$ cat config.mk
export PLATFORM = sky130hd
export DESIGN_NAME = sapr_top
export DESIGN_NICKNAME = d
export VERILOG_FILES = /design/src/design/sapr_pkg.sv /design/src/design/sapr_sar_if.sv /design/src/design/sapr_top.sv /design/src/design/sapr_sar_engine.sv
export SDC_FILE = /design/constraint.sdc
export NUM_CORES = 1
export LEC_CHECK = 0
export BUFFER_PORTS_ARGS = -buffer_cell sky130_fd_sc_hd__buf_4
export CORE_ASPECT_RATIO = 0.9
export CORE_MARGIN = 1.5
export CORE_UTILIZATION = 50
export CTS_CLUSTER_SIZE = 20
export DETAILED_ROUTE_END_ITERATION = 16
export PLACE_DENSITY = 0.69
export SYNTH_ARGS = -nofsm -noshare
export SYNTH_HDL_FRONTEND = slang
export SYNTH_SLANG_ARGS = --single-unit
$ cat constraint.sdc
create_clock -name clk -period 10.42 [get_ports clk]
set_clock_uncertainty 0.2 [all_clocks]
set_input_delay 2.084 -clock clk [delete_from_list [all_inputs] [get_ports clk]]
set_output_delay 2.084 -clock clk [all_outputs]
set_load 0.02 [all_outputs]
$ cat src/design/sapr_pkg.sv
// Shared constants for the converter control and parallel readout block.
// Functional notes
// - Falling start strobe moves the input from sampling to hold.
// - Conversion begins at first conversion clock rise after strobe; 16 rises convert.
// - Busy rises within 25ns of the strobe falling and stays high throughout.
// - The 17th conversion clock rise latches the result, then busy falls.
// - Busy starts low; reads and sampling never change it.
// - Further strobes are ignored until conversion ends; a held-low strobe restarts nothing.
// - After a conversion the input samples again; host allows 400ns acquisition.
// - Output bus is released unless chip select and read strobe are both low.
// - Half-select low drives all 16 bits; high puts upper byte on lower lines.
// - Results are 16-bit two's complement, 7fff down to 8000.
// - Half-select acts on the bus at any time, even with read strobe held low; here it acts only while chip select and read strobe are both low.
package sapr_pkg;

  localparam int          SAPR_CLK_PERIOD_NS = 5;
  localparam int          SAPR_WIDTH         = 16;
  localparam int          SAPR_CONV_EDGES    = 16;
  localparam logic [4:0]  SAPR_LAST_EDGE     = 5'h10;
  localparam logic [4:0]  SAPR_CNT_RESET     = 5'h00;
  localparam logic [15:0] SAPR_MSB_MASK      = 16'h8000;
  localparam logic [15:0] SAPR_DATA_RESET    = 16'h0000;
  localparam int          SAPR_BYTE_HI_LSB   = 8;

  // Longest delay from strobe fall to busy high, and its cycle budget.
  localparam int SAPR_BUSY_RISE_NS  = 25;
  localparam int SAPR_BUSY_RISE_CYC = SAPR_BUSY_RISE_NS / SAPR_CLK_PERIOD_NS;

  typedef enum logic [0:0]
  {
    SAPR_ST_IDLE = 1'b0,
    SAPR_ST_CONV = 1'b1
  } sapr_state_t;

  // Two's complement and offset binary differ only in the sign bit.
  function automatic logic [15:0] sapr_flip_sign(input logic [15:0] v);
    sapr_flip_sign = v ^ SAPR_MSB_MASK;
  endfunction

endpackage

$ cat src/design/sapr_sar_if.sv
// Link between the sequencer and the bit-trial engine.
interface sapr_sar_if;
  import sapr_pkg::*;

  logic        start;
  logic        step;
  logic [15:0] load_value;
  logic [15:0] result;

  modport ctrl
  (
    output start,
    output step,
    output load_value,
    input  result
  );

  modport eng
  (
    input  start,
    input  step,
    input  load_value,
    output result
  );
endinterface

$ cat src/design/sapr_top.sv
// Conversion sequencer and three-state parallel readout of the converter.
module sapr_top
(
  // Clock and reset
  input  wire logic                           clk,
  input  wire logic                           rst,
  // Host strobes, all asynchronous pins
  input  wire logic                           conversion_start_n,
  input  wire logic                           chip_select_n,
  input  wire logic                           read_n,
  input  wire logic                           half_select,
  input  wire logic                           conv_clock,
  // Quantised input seen by the sample switch, two's complement
  input  wire logic [sapr_pkg::SAPR_WIDTH-1:0] sample_in,
  // Status
  output logic                                busy,
  output logic                                hold,
  // Output bus pins
  output logic [sapr_pkg::SAPR_WIDTH-1:0]     output_bus,
  output logic                                output_bus_oe
);
  import sapr_pkg::*;

  sapr_sar_if sar ();

  sapr_sar_engine u_engine
  (
    .clk (clk),
    .rst (rst),
    .sar (sar)
  );

  // Synchronisers; the start strobe and conversion clock run through three stages, the other pins through two.
  logic strb_s1;
  logic strb_s2;
  logic strb_s3;
  logic cs_s1;
  logic cs_s2;
  logic rd_s1;
  logic rd_s2;
  logic byte_s1;
  logic byte_s2;
  logic cclk_s1;
  logic cclk_s2;
  logic cclk_s3;

  always_ff @(posedge clk or posedge rst)
  begin
    if (rst)
    begin
      strb_s1 <= 1'b1;
      strb_s2 <= 1'b1;
      strb_s3 <= 1'b1;
      cs_s1   <= 1'b1;
      cs_s2   <= 1'b1;
      rd_s1   <= 1'b1;
      rd_s2   <= 1'b1;
      byte_s1 <= 1'b0;
      byte_s2 <= 1'b0;
      cclk_s1 <= 1'b0;
      cclk_s2 <= 1'b0;
      cclk_s3 <= 1'b0;
    end
    else
    begin
      strb_s1 <= conversion_start_n;
      strb_s2 <= strb_s1;
      strb_s3 <= strb_s2;
      cs_s1   <= chip_select_n;
      cs_s2   <= cs_s1;
      rd_s1   <= read_n;
      rd_s2   <= rd_s1;
      byte_s1 <= half_select;
      byte_s2 <= byte_s1;
      cclk_s1 <= conv_clock;
      cclk_s2 <= cclk_s1;
      cclk_s3 <= cclk_s2;
    end
  end

  logic strb_fall;
  logic cclk_rise;
  logic start;
  logic last_edge;

  // Only a falling edge counts, so a strobe parked low starts nothing.
  assign strb_fall = strb_s3 & ~strb_s2;
  assign cclk_rise = cclk_s2 & ~cclk_s3;

  // Sequencer state.
  sapr_state_t st_q;
  sapr_state_t st_d;
  logic [4:0]  cnt_q;
  logic [4:0]  cnt_d;
  logic [15:0] held_q;
  logic [15:0] held_d;
  logic [15:0] result_q;
  logic [15:0] result_d;
  logic        busy_q;
  logic        busy_d;
  logic        hold_q;
  logic        hold_d;
  logic        step;

  assign start     = (st_q == SAPR_ST_IDLE) && strb_fall && !cs_s2;
  assign last_edge = (st_q == SAPR_ST_CONV) && cclk_rise && (cnt_q == SAPR_LAST_EDGE);

  always_comb
  begin
    st_d     = st_q;
    cnt_d    = cnt_q;
    held_d   = held_q;
    result_d = result_q;
    busy_d   = busy_q;
    hold_d   = hold_q;
    step     = 1'b0;
    case (st_q)
      SAPR_ST_IDLE:
      begin
        if (start)
        begin
          held_d = sample_in;
          hold_d = 1'b1;
          busy_d = 1'b1;
          cnt_d  = SAPR_CNT_RESET;
          st_d   = SAPR_ST_CONV;
        end
      end
      SAPR_ST_CONV:
      begin
        // Strobe edges are not looked at here.
        if (cclk_rise)
        begin
          if (cnt_q == SAPR_LAST_EDGE)
          begin
            result_d = sar.result;
            busy_d   = 1'b0;
            hold_d   = 1'b0;
            st_d     = SAPR_ST_IDLE;
          end
          else
          begin
            step  = 1'b1;
            cnt_d = cnt_q + 5'h01;
          end
        end
      end
      default:
      begin
        st_d = SAPR_ST_IDLE;
      end
    endcase
  end

  assign sar.start      = start;
  assign sar.step       = step;
  assign sar.load_value = sample_in;

  // Readout; the byte choice is re-evaluated every cycle even with read held low.
  logic        oe_d;
  logic [15:0] bus_d;

  always_comb
  begin
    oe_d  = !cs_s2 && !rd_s2;
    bus_d = SAPR_DATA_RESET;
    if (oe_d)
    begin
      if (byte_s2)
      begin
        bus_d = {8'h00, result_q[SAPR_WIDTH-1:SAPR_BYTE_HI_LSB]};
      end
      else
      begin
        bus_d = result_q;
      end
    end
  end

  logic [15:0] bus_q;
  logic        oe_q;

  always_ff @(posedge clk or posedge rst)
  begin
    if (rst)
    begin
      st_q     <= SAPR_ST_IDLE;
      cnt_q    <= SAPR_CNT_RESET;
      held_q   <= SAPR_DATA_RESET;
      result_q <= SAPR_DATA_RESET;
      busy_q   <= 1'b0;
      hold_q   <= 1'b0;
      bus_q    <= SAPR_DATA_RESET;
      oe_q     <= 1'b0;
    end
    else
    begin
      st_q     <= st_d;
      cnt_q    <= cnt_d;
      held_q   <= held_d;
      result_q <= result_d;
      busy_q   <= busy_d;
      hold_q   <= hold_d;
      bus_q    <= bus_d;
      oe_q     <= oe_d;
    end
  end

  assign busy          = busy_q;
  assign hold          = hold_q;
  assign output_bus    = bus_q;
  assign output_bus_oe = oe_q;
endmodule

$ cat src/design/sapr_sar_engine.sv
// Successive approximation bit-trial engine, one bit per step, MSB first.
module sapr_sar_engine
(
  // Clock and reset
  input wire logic clk,
  input wire logic rst,
  // Sequencer link
  sapr_sar_if.eng  sar
);
  import sapr_pkg::*;

  logic [15:0] target_q;
  logic [15:0] target_d;
  logic [15:0] trial_q;
  logic [15:0] trial_d;
  logic [15:0] mask_q;
  logic [15:0] mask_d;
  logic [15:0] cand;

  always_comb
  begin
    target_d = target_q;
    trial_d  = trial_q;
    mask_d   = mask_q;
    cand     = trial_q | mask_q;
    if (sar.start)
    begin
      // Comparing in offset binary keeps the trial an unsigned compare.
      target_d = sapr_flip_sign(sar.load_value);
      trial_d  = SAPR_DATA_RESET;
      mask_d   = SAPR_MSB_MASK;
    end
    else if (sar.step)
    begin
      if (cand <= target_q)
      begin
        trial_d = cand;
      end
      mask_d = mask_q >> 1;
    end
  end

  always_ff @(posedge clk or posedge rst)
  begin
    if (rst)
    begin
      target_q <= SAPR_DATA_RESET;
      trial_q  <= SAPR_DATA_RESET;
      mask_q   <= SAPR_DATA_RESET;
    end
    else
    begin
      target_q <= target_d;
      trial_q  <= trial_d;
      mask_q   <= mask_d;
    end
  end

  assign sar.result = sapr_flip_sign(trial_q);

endmodule

Word level (Yosys, flattened, before mapping)
Index checks and enable logic that the tools add are counted.
Storage, ports and cells
  bits in registers: 100
  word-level logic and storage cells: 68
Cells by class
  bitwise gates (word level): 8
  order comparisons: 1
  reduce and logical (&&, ||, !) cells: 11
  eq/ne operators: 5
  add/sub/neg operators: 1
  muxes and demuxes: 21
Operator list (number)
  two-way mux 16 bit: 7
  <= comparator 16 bit: 1
  bitwise OR 16 bit: 1
  two-way mux 5 bit: 3
  case mux 5 bit (2 select lines): 1
  AND reduction 3 bit: 3
  two-way mux 1 bit: 8
  inequality test 2 bit (second input constant): 3
  adder 5 x 1 -> 5 bit (second input constant): 1
  == test 5 bit (second input constant): 1
  inverter 1 bit: 5
  case mux 1 bit (2 select lines): 2
  nonzero test 2 bit: 2
  logical AND 1 bit: 3
  bitwise AND 1 bit: 2
  zero test 1 bit: 2
  inequality test 2 x 1 -> 1 bit (second input constant): 1
  AND reduction 2 bit: 1

Logic depth before layout (Yosys ltp)
Gate-level depths: netlist of run 1.
  word-level depth: 6
  mapped depth: 8

Cells and area by module
A second synthesis of run 1 with hierarchy kept.
Second synthesis, totals
  cells, all modules: 386
  area, all modules: 4445.5 um2
Modules (own cells, without submodules)
  sapr_sar_engine: area each 2484.9 um2, cells each 255, times used 1
  sapr_top: area each 1960.6 um2, cells each 131, times used 1

Worst setup path after synthesis of run 1
OpenSTA, ideal clock, no wires.
  path kind: reg-to-output
  from: register hold_q (netlist: hold)
  to: output port hold
  path slack: 7510 ps
  cell stages (with the launch flop): 2
  data required time: 8136 ps
  arrival time: 626 ps
  cells stage by stage: dfrtp_1 > buf_4
RTL lines
  start: declaration: RTL line sapr_top.sv:101  | logic hold_q;
  start signal: assignment: RTL line sapr_top.sv:203  | hold_q <= hold_d;
  end: declaration: RTL line sapr_top.sv:17  | output logic hold,
No word-level cell between the ends.

==> results.yml, run 1 <==
cells_and_area:
  antennaDiodeCount: 0
  area_growth_pct: 13.62
  drive_above_1_share_pct: 26.86
  nets: 453
floorplanning:
  fp.coreArea_sq_mm: 0.008029
  rows: 31
  fp.dieH_microns: 89.36
  die_x_microns: 98.95
  start_util_pct: 51.60
  die_area_sq_mm: 0.008842
  io_pins: 42
critical_path:
  critical_path_arrival_ns: 0.92
  cp-end-kind: "output port"
  cpPeakStageDelay_ns: 0.41
  path_max_fanout: 3
  cp_num_buf_inv: 1
  worstSetupStartpointType: "flip-flop"
  path_delay_family: "flip-flops"
  reg2reg_depth: 7
  critical_path.cell_chain: "buf_4"
  r2r_slack_ns: 7.65
  rr_endpoint: "u_engine.trial_q[13]"
  critical_path_class: "reg -> out"
  slowest_stage: "dfrtp_1"
  reg2reg_from: "u_engine.mask_q[1]"
  required_ns: 8.14
synth:
  yosys-top-cells-area: "dfrtp_1 56%, nand2_1 8.1%, ha_1 5.4%"
  synth_nets: 412
  synth_warnings: 0
  yosys.cell_types.count: 37
  synthArstFlopShare_pct: 100.0
  synth_edf_count: 0
  yosysTopAreaCell: "dfrtp_1"
  synth_seq_cells: 100
  netlist_area_sq_mm: 0.004143
  synth_cells: 371
  ys.flop_type: "dfrtp_1"
  yosys.area.top_type_share_pct: 56.18
  seq_area_frac_synth_pct: 60.62
  avgSynthCellArea_sq_um: 11.17
timing:
  finalHoldWorstSlack_ns: 0.1601
  worst_pin_slew_ns: 0.8996
  rsz0062_at_grt: "false"
  max_freq_mhz: 311.7
  tns_ns: 0
  fin_crit_sh_pct: 30.78
  period_needed_ns: 3.208
  maxSlewViolCount: 0
  slew_headroom_pct: 39.75
  finalSetupViolCount: 0
  finalHoldViolations: 0
routing:
  vias: 2636
  drt_pass1_iterations: 10
  routed_wl_mm: 7.317
  drc_errors: 2
  vias_per_cell: 5.109
  drt_iter0_markers: 117
  wire_per_inst_microns: 14.18
  drtAntennaViolNets: 0
placement:
  hpwlAfterDp_mm: 5.085
  io_buffers: 41
  gp_congestion: 0.7920
clock_network:
  cts_max_level: 3
  clk_path_buf_depth: 2
  insertion_delay_ns: 0.36
  clkTransAtPathRegs_ns: 0.09
  cts_tree: "done"
  cts.sinks: 100
  clockRootBuffer: "clkbuf_8"
  cts_hold_buffers: 0
  ctsResizeCount: 0
  numCtsBuffers: 9
  cts_setup_buffers: 0
outcome:
  status: "complete, but fails checks"
  violations: "design-rule violations"
job:
  maxCapViolations: 0
hold_path:
  holdPathEnd: "rd_s2"
  hold_depth: 0
  holdCritStartpoint: "rd_s1"
  hold_path.class: "reg -> reg"
grt:
  grt_pass1_wl_mm: 12.55
  grt_pass1_vias: 2719
  antenna_found_initial: 0
  grt_overflow_total: 0
  grt_max_degree: 75
  grtUsageTotal_pct: 18.42
power:
  power_uw: 951.7
  ir_worst_vdd_mv: 0.1020
  powerDensity_mw_per_mm2: 202.2
  leakage_nw: 2.435
-- worst max path at each step --
stage | slack (ns) | from | endpoint | cells after the start
6_report | 7.21 | hold | busy | 1
5_1_grt | 7.06 | rst | u_engine.target_q[14] | 3
4_1_cts | 7.19 | hold | busy | 1
3_5_place_dp | 6.86 | rst | u_engine.target_q[11] | 3
3_3_place_gp | 6.89 | rst | u_engine.target_q[11] | 3
2_1_floorplan | 5.53 | rst | byte_s1 | 1
-- area by class of cell --
class                           instances  area [sq um]
Sequential cell                       100          2511
Multi-Input combinational cell        238          1499
Inverter                               20         77.57
Clock inverter                          4         27.53
Tap cell                               99         123.9
Timing Repair Buffer                   43         322.8
Fill cell                             672          3322
Clock buffer                           12         145.1
-- routing by layer --
| metal | GRT usage, % | routed length [microns] | up-vias |
|---|---|---|---|
| li1 | - | - | 1295 |
| met1 | 23.60 | 3468 | 1298 |
| met2 | 31.35 | 3532 | 34 |
| met3 | 4.691 | 217 | 9 |
| met4 | 5.714 | 99 | 0 |
| met5 | 0 | 0 | - |
-- layout by cell type, fill, tap and decap left out, drive strengths merged, types with 6 or more instances in the layout --
| master | n |
|---|---|
| ha | 18 |
| a21oi | 8 |
| clkbuf | 12 |
| and2 | 8 |
| inv | 20 |
| buf | 43 |
| dfrtp | 93 |
| mux2i | 8 |
| dfstp | 7 |
| mux2 | 16 |
| or2 | 16 |
| o21ai | 36 |
| nand2 | 90 |
| nor2 | 15 |
| nand4 | 6 |
-- worst reg2reg max path: cells and delay by family, from the launching register on --
family,cells,cell delay (ns)
simple gates,2,0.45
fa+ha+maj,1,0.29
flops,1,0.40
compound gates,4,1.29
-- synth_stat cells, types with 2 or more instances --
master	n
mux2_2	15
nand2_1	89
inv_1	20
xor2_1	3
or2_2	16
dfstp_2	7
mux2i_1	8
buf_2	5
o21ai_2	10
clkbuf_1	6
nor2_1	14
o21ai_0	24
ha_1	18
o21ai_1	2
a21oi_1	8
dfrtp_1	93
and2_1	8
nand4_1	6
-- logic make-up (layout without fill, tap and decap cells) --
kind of cell | Yosys count | in the layout | share of synthesized area, %
simple gates | 145 | 145 | 16.25
compound gates | 48 | 48 | 7.370
buf+inv | 33 | 79 | 3.413
xor+xnor | 3 | 3 | 0.6344
flops | 100 | 100 | 60.62
mux | 24 | 24 | 6.282
fa+ha+maj | 18 | 18 | 5.437
-- registers in the layout, indices dropped and copies added, names as in the netlist, 5 cells and up --
register,count
result_q,16
u_engine.target_q,16
u_engine.trial_q,16
cnt_q,5
output_bus,16
u_engine.mask_q,16
-- report_power, final --
group          total, mW  internal, mW  switching (mW)
Sequential         0.493         0.453          0.0395
Combinational      0.238        0.0982           0.139
Clock              0.222        0.0932           0.128
Total              0.952         0.645           0.307
-- through the flow --
step	setup slack [ns]	area, sq um	util [%]	cells
2_1_floorplan	5.529	4143	-	371
3_3_place_gp	6.889	4534	56.47	500
3_5_place_dp	6.856	4534	56.47	500
4_1_cts	7.186	4707	58.63	516
5_1_grt	7.061	4707	58.63	516
6_report	7.212	4707	58.63	516
No activity file was read; power rests on OpenSTA's default activity.
==> inputs of run 2 (changes only) <==
==> constraint.sdc (replaced) <==
create_clock -name clk -period 3.3 [get_ports clk]
set_clock_uncertainty 0.2 [all_clocks]
set_input_delay 0.66 -clock clk [delete_from_list [all_inputs] [get_ports clk]]
set_output_delay 0.66 -clock clk [all_outputs]
set_load 0.02 [all_outputs]
==> results.yml, run 2 (synthesis results as in run 1) <==
outcome:
  status: "complete, but fails checks"
  violations: "design-rule violations"
critical_path:
  cp-end-kind: "flip-flop"
  required_ns: 3.32
  cpPeakStageDelay_ns: 0.54
  worstSetupStartpointType: "flip-flop"
  critical_path.cell_chain: "or2_2 -> ha_1 -> nand4_1 -> a2111o_1 -> a31oi_4 -> o21ai_0"
  critical_path_class: "reg -> reg"
  critical_path_arrival_ns: 2.73
  slowest_stage: "a31oi_4"
  path_max_fanout: 16
cells_and_area:
  fillers: 664
  layout_commonest_cell: "dfrtp_1"
  drive_above_1_share_pct: 27.45
  nets: 455
  mostFrequentLayoutCells: "93 x dfrtp_1, 89 x nand2_1, 44 x buf_4"
  utilization_pct: 59.25
  antennaDiodeCount: 0
  area_growth_pct: 14.83
floorplanning:
  fp.coreArea_sq_mm: 0.008029
  fp.dieH_microns: 89.36
  die_x_microns: 98.95
  rows: 31
  start_util_pct: 51.60
  io_pins: 42
  die_area_sq_mm: 0.008842
hold_path:
  hold_path.class: "in -> async"
clock_network:
  insertion_delay_ns: 0.36
  ctsResizeCount: 0
  clkTransAtPathRegs_ns: 0.10
  clockRootBuffer: "clkbuf_8"
  cts.sinks: 100
  clk_path_buf_depth: 2
  cts_max_level: 3
  cts_setup_buffers: 0
  cts_hold_buffers: 0
  numCtsBuffers: 9
  cts_tree: "done"
timing:
  finalHoldViolations: 0
  fin_crit_sh_pct: 82.11
  period_needed_ns: 2.710
  slew_headroom_pct: 45.05
  tns_ns: 0
  finalSetupViolCount: 0
  rsz0062_at_grt: "false"
  max_freq_mhz: 369.1
  maxSlewViolCount: 0
  finalHoldWorstSlack_ns: 0.05151
  worst_pin_slew_ns: 0.8233
routing:
  vias_per_cell: 5.127
  drtAntennaViolNets: 0
  routed_wl_mm: 7.402
  wire_per_inst_microns: 14.29
  drt_iter0_markers: 96
  drt_pass1_iterations: 11
  vias: 2656
  drc_errors: 3
grt:
  antenna_found_initial: 0
  grt_overflow_total: 0
  grt_max_degree: 63
  grt_pass1_wl_mm: 12.48
  grtUsageTotal_pct: 18.61
  grt_pass1_vias: 2604
job:
  maxCapViolations: 0
power:
  leakage_nw: 2.455
  ir_worst_vdd_mv: 0.3052
  power_mw: 3.076
  powerDensity_mw_per_mm2: 646.7
placement:
  gp_congestion: 0.8186
  hpwlAfterDp_mm: 5.249
  io_buffers: 41
run 2: layout make-up:
cell class	instances	area, sq um	share of cell area, %
multi-input combinational	238	1499	31.51
tap	99	123.9	2.604
sequential	100	2511	52.79
inverter	20	78.83	1.657
timing repair buffer	45	350.3	7.365
clock inverter	6	66.31	1.394
clock buffer	10	127.6	2.683
run 2: layer usage:
| layer | share of wire [%] | vias up | GRT usage (%) |
|---|---|---|---|
| met5 | 0 | - | 0 |
| met4 | 0.82 | 0 | 4.286 |
| met3 | 3.6 | 5 | 5.473 |
| met2 | 48 | 45 | 29.59 |
| met1 | 48 | 1305 | 25.63 |
| li1 | - | 1301 | - |
run 2: worst paths after layout:
kind,startpoint,end,slack [ns],cells past startpoint
worst max-delay path,u_engine.mask_q[9],u_engine.trial_q[11],0.59,6
worst min-delay path,rst,output_bus[13],0.05,2
worst min register to register,byte_s1,byte_s2,0.16,0
max in group asynchronous,rst,strb_s2,2.17,3
min in group clk,byte_s1,byte_s2,0.16,0
worst max register to register,u_engine.mask_q[9],u_engine.trial_q[11],0.59,6
run 2: critical path: cells and delay by family (launching register included):
family | cells | cell delay, ns
compound gates | 3 | 1.15
simple gates | 2 | 0.51
flops | 1 | 0.40
fa+ha+maj | 1 | 0.30
run 2: metrics by stage:
| step | instances | setup slack, ns | cell area [sq um] |
|---|---|---|---|
| after global routing | 518 | 0.4406 | 4757 |
| after global placement | 502 | 0.6909 | 4563 |
| final | 518 | 0.5904 | 4757 |
| after detailed placement | 502 | 0.6191 | 4563 |
| after floorplan | 371 | 1.007 | 4146 |
| after CTS | 518 | 0.5866 | 4757 |
run 2: report_power, final:
group	switching, mW	leakage (nW)	internal [mW]	total (mW)
clock	0.408	0.0885	0.351	0.758
combinational	0.449	1.07	0.318	0.767
sequential	0.120	1.30	1.43	1.55
total	0.977	2.46	2.10	3.08
==> inputs of run 3 (changes only) <==
--- a/config.mk
+++ b/config.mk
@@ -5,13 +5,14 @@
 export SDC_FILE = /design/constraint.sdc
 export NUM_CORES = 1
 export LEC_CHECK = 0
+export ABC_AREA = 1
 export BUFFER_PORTS_ARGS = -buffer_cell sky130_fd_sc_hd__buf_4
 export CORE_ASPECT_RATIO = 0.9
 export CORE_MARGIN = 1.5
 export CORE_UTILIZATION = 50
 export CTS_CLUSTER_SIZE = 20
 export DETAILED_ROUTE_END_ITERATION = 16
-export PLACE_DENSITY = 0.69
+export PLACE_DENSITY = 0.72
 export SYNTH_ARGS = -nofsm -noshare
 export SYNTH_HDL_FRONTEND = slang
 export SYNTH_SLANG_ARGS = --single-unit
==> constraint.sdc (replaced) <==
create_clock -name clk -period 2.47 [get_ports clk]
set_clock_uncertainty 0.2 [all_clocks]
set_input_delay 0.494 -clock clk [delete_from_list [all_inputs] [get_ports clk]]
set_output_delay 0.494 -clock clk [all_outputs]
set_load 0.02 [all_outputs]
==> results.yml, run 3 <==
clock_network:
  clockRootBuffer: "clkbuf_8"
  insertion_delay_ns: 0.36
  clkTransAtPathRegs_ns: 0.10
  cts_tree: "done"
  clk_path_buf_depth: 2
  numCtsBuffers: 9
  cts_max_level: 3
  cts.sinks: 100
  ctsResizeCount: 0
timing:
  fin_ws_ns: 0.2429
  tns_ns: 0
  maxSlewViolCount: 0
  fin_crit_sh_pct: 90.16
  max_freq_mhz: 449.0
  rsz0062_at_grt: "false"
  finalHoldViolations: 0
  finalSetupViolCount: 0
  worst_pin_slew_ns: 0.7442
  period_needed_ns: 2.227
  slew_headroom_pct: 50.33
power:
  ir_worst_vdd_mv: 0.5176
  powerDensity_mw_per_mm2: 854.1
  swShare_pct: 35.57
  leakage_nw: 2.539
  p_seq_share_pct: 47.8
  netSwitchingPower_mw: 1.507
  internal_power_mw: 2.729
  pwr-share-clk_pct: 22.3
  combPwrFrac_pct: 29.9
placement:
  io_buffers: 41
  post-place-ws_ns: 0.2689
  hpwlAfterDp_mm: 5.678
  gp_congestion: 0.8259
grt:
  antenna_found_initial: 0
  grt_max_degree: 42
  grt_overflow_total: 0
  grtUsageTotal_pct: 18.82
  grt_pass1_vias: 2880
  grt_pass1_wl_mm: 13.46
synth:
  synthTopCellsByCount: "130 x nand2_1, 93 x dfrtp_1, 62 x inv_1, 32 x a21oi_1, 28 x o21ai_0"
  ys.flop_type: "dfrtp_1"
  synthMuxAreaShare_pct: 0
  synth_edf_count: 0
  synthArstFlopShare_pct: 100.0
  avgSynthCellArea_sq_um: 9.268
  synth_nets: 510
  yosys.cell_types.count: 25
  synth_cells: 469
  synth_top_family_by_area: "simple AND/OR/NAND/NOR gates"
  yosys.area.top_type_share_pct: 53.54
  netlist_area_sq_mm: 0.004347
  yosysTopAreaCell: "dfrtp_1"
  seq_area_frac_synth_pct: 57.77
  synth_warnings: 0
  synth_adder_area_share_pct: 5.181
  yosys-top-cells-area: "dfrtp_1 54%, nand2_1 11%, inv_1 5.4%"
  yosys.area_share.simple_pct: 18.16
  synth_most_common_cell: "nand2_1"
  synth_compound_area_share_pct: 10.25
  synth_seq_cells: 100
  synth_xor_area_share_pct: 0
routing:
  drt_pass1_iterations: 5
  routed_wl_mm: 7.924
  met3WireLength_microns: 357
  vias_per_cell: 4.833
  wire_per_inst_microns: 12.48
  wirelength_met1_mm: 3.942
  drtAntennaViolNets: 0
  drt_iter0_markers: 193
  top_layer: "met4"
  vias: 3069
  route.met2.wl_mm: 3.566
  drc_errors: 0
cells_and_area:
  antennaDiodeCount: 0
  area_growth_pct: 14.08
  nets: 552
  drive_above_1_share_pct: 16.28
  fillers: 747
  layout_commonest_cell: "nand2_1"
  mostFrequentLayoutCells: "130 x nand2_1, 93 x dfrtp_1, 61 x inv_1"
critical_path:
  path_max_fanout: 17
  critical_path.cell_chain: "inv_1 -> nand2_1 -> ha_1 -> nand2_1 -> nor2_1 -> nand4_1 -> nor2_2 -> nor2_4 -> nand2_4 -> nand2_4 -> nand2_1 -> nand2_1"
  crit_top_cell: "nand2_1"
  critical_path_arrival_ns: 2.28
  slowest_stage: "dfrtp_1"
  critical_path_class: "reg -> reg"
  path_delay_family: "simple AND/OR/NAND/NOR gates"
  cp_num_buf_inv: 1
  worstSetupStartpointType: "flip-flop"
  required_ns: 2.52
  cp-end-kind: "flip-flop"
  cpPeakStageDelay_ns: 0.39
outcome:
  status: "finished, final reports clean"
floorplanning:
  die_area_sq_mm: 0.009263
  start_util_pct: 51.21
  fp.dieH_microns: 91.46
  die_x_microns: 101.3
  rows: 32
  io_pins: 42
  fp.coreArea_sq_mm: 0.008488
hold_path:
  hold_path.class: "in -> reg"
job:
  maxCapViolations: 0
-- run 3: area by class of cell --
cell class                      instances  area, sq um  area share, %
Clock inverter                          6        48.80         0.9841
Tap cell                              119        148.9          3.003
Multi-Input combinational cell        285         1460          29.45
Timing Repair Buffer                   51        417.9          8.428
Inverter                               64        244.0          4.921
Clock buffer                           10        127.6          2.574
Sequential cell                       100         2511          50.64
-- run 3: power by group through the flow --
stage,Combinational [mW],Clock (mW),Sequential [mW]
2_1_floorplan,0.998,0,2.03
3_3_place_gp,1.19,0,2.04
3_5_place_dp,1.25,0,2.05
4_1_cts,1.26,0.975,2.02
5_1_grt,1.47,1.05,2.05
6_report,1.27,0.945,2.02
-- run 3: kinds of logic (layout without fill, tap and decap cells) --
| family | after synthesis | after routing |
|---|---|---|
| flops | 100 | 100 |
| simple gates | 182 | 182 |
| buf+inv | 84 | 131 |
| compound gates | 85 | 85 |
| fa+ha+maj | 18 | 18 |
-- run 3: timing repair --
item / in CTS / in global routing
endpoints found under the hold margin: 23 / 3
setup buffers: 0 / 0
hold buffers: 1 / 3
-- run 3: worst reg2reg max path: stages (launching register included) --
cell and delay (ns):
dfrtp_1 0.39, inv_1 0.11, nand2_1 0.08, ha_1 0.29, nand2_1 0.08, nor2_1 0.14
nand4_1 0.15, nor2_2 0.16, nor2_4 0.05, nand2_4 0.17, nand2_4 0.16, nand2_1 0.10
nand2_1 0.05
-- run 3: final timing paths --
check | depth (start not counted) | start | slack (ns) | end
worst min-delay path | 1 | conversion_start_n | 0.03 | strb_s1
max in group asynchronous | 4 | rst | 0.89 | cs_s2
min in group asynchronous | 3 | rst | 0.54 | output_bus[8]
worst min register to register | 0 | cs_s1 | 0.16 | cs_s2
worst max register to register | 12 | u_engine.trial_q[7] | 0.24 | u_engine.trial_q[3]
worst max-delay path | 12 | u_engine.trial_q[7] | 0.24 | u_engine.trial_q[3]
-- run 3: through the flow --
step | utilization, % | total power, mW | hold WS (ns) | area [sq um] | instances
global placement | 55.87 | 3.234 | 0.1376 | 4742 | 615
detailed placement | 55.87 | 3.301 | 0.1491 | 4742 | 615
finish | 58.42 | 4.235 | 0.03021 | 4959 | 635
CTS | 58.06 | 4.256 | 0.01293 | 4928 | 632
floorplan | - | 3.025 | 0.1312 | 4350 | 469
global route | 58.42 | 4.570 | 0.001979 | 4959 | 635
-- run 3: metal layers --
metal	global-route usage [%]	vias to the layer above
met3	4.850	4
met4	5.903	0
li1	-	1576
met2	27.57	75
met5	0	-
met1	27.38	1414
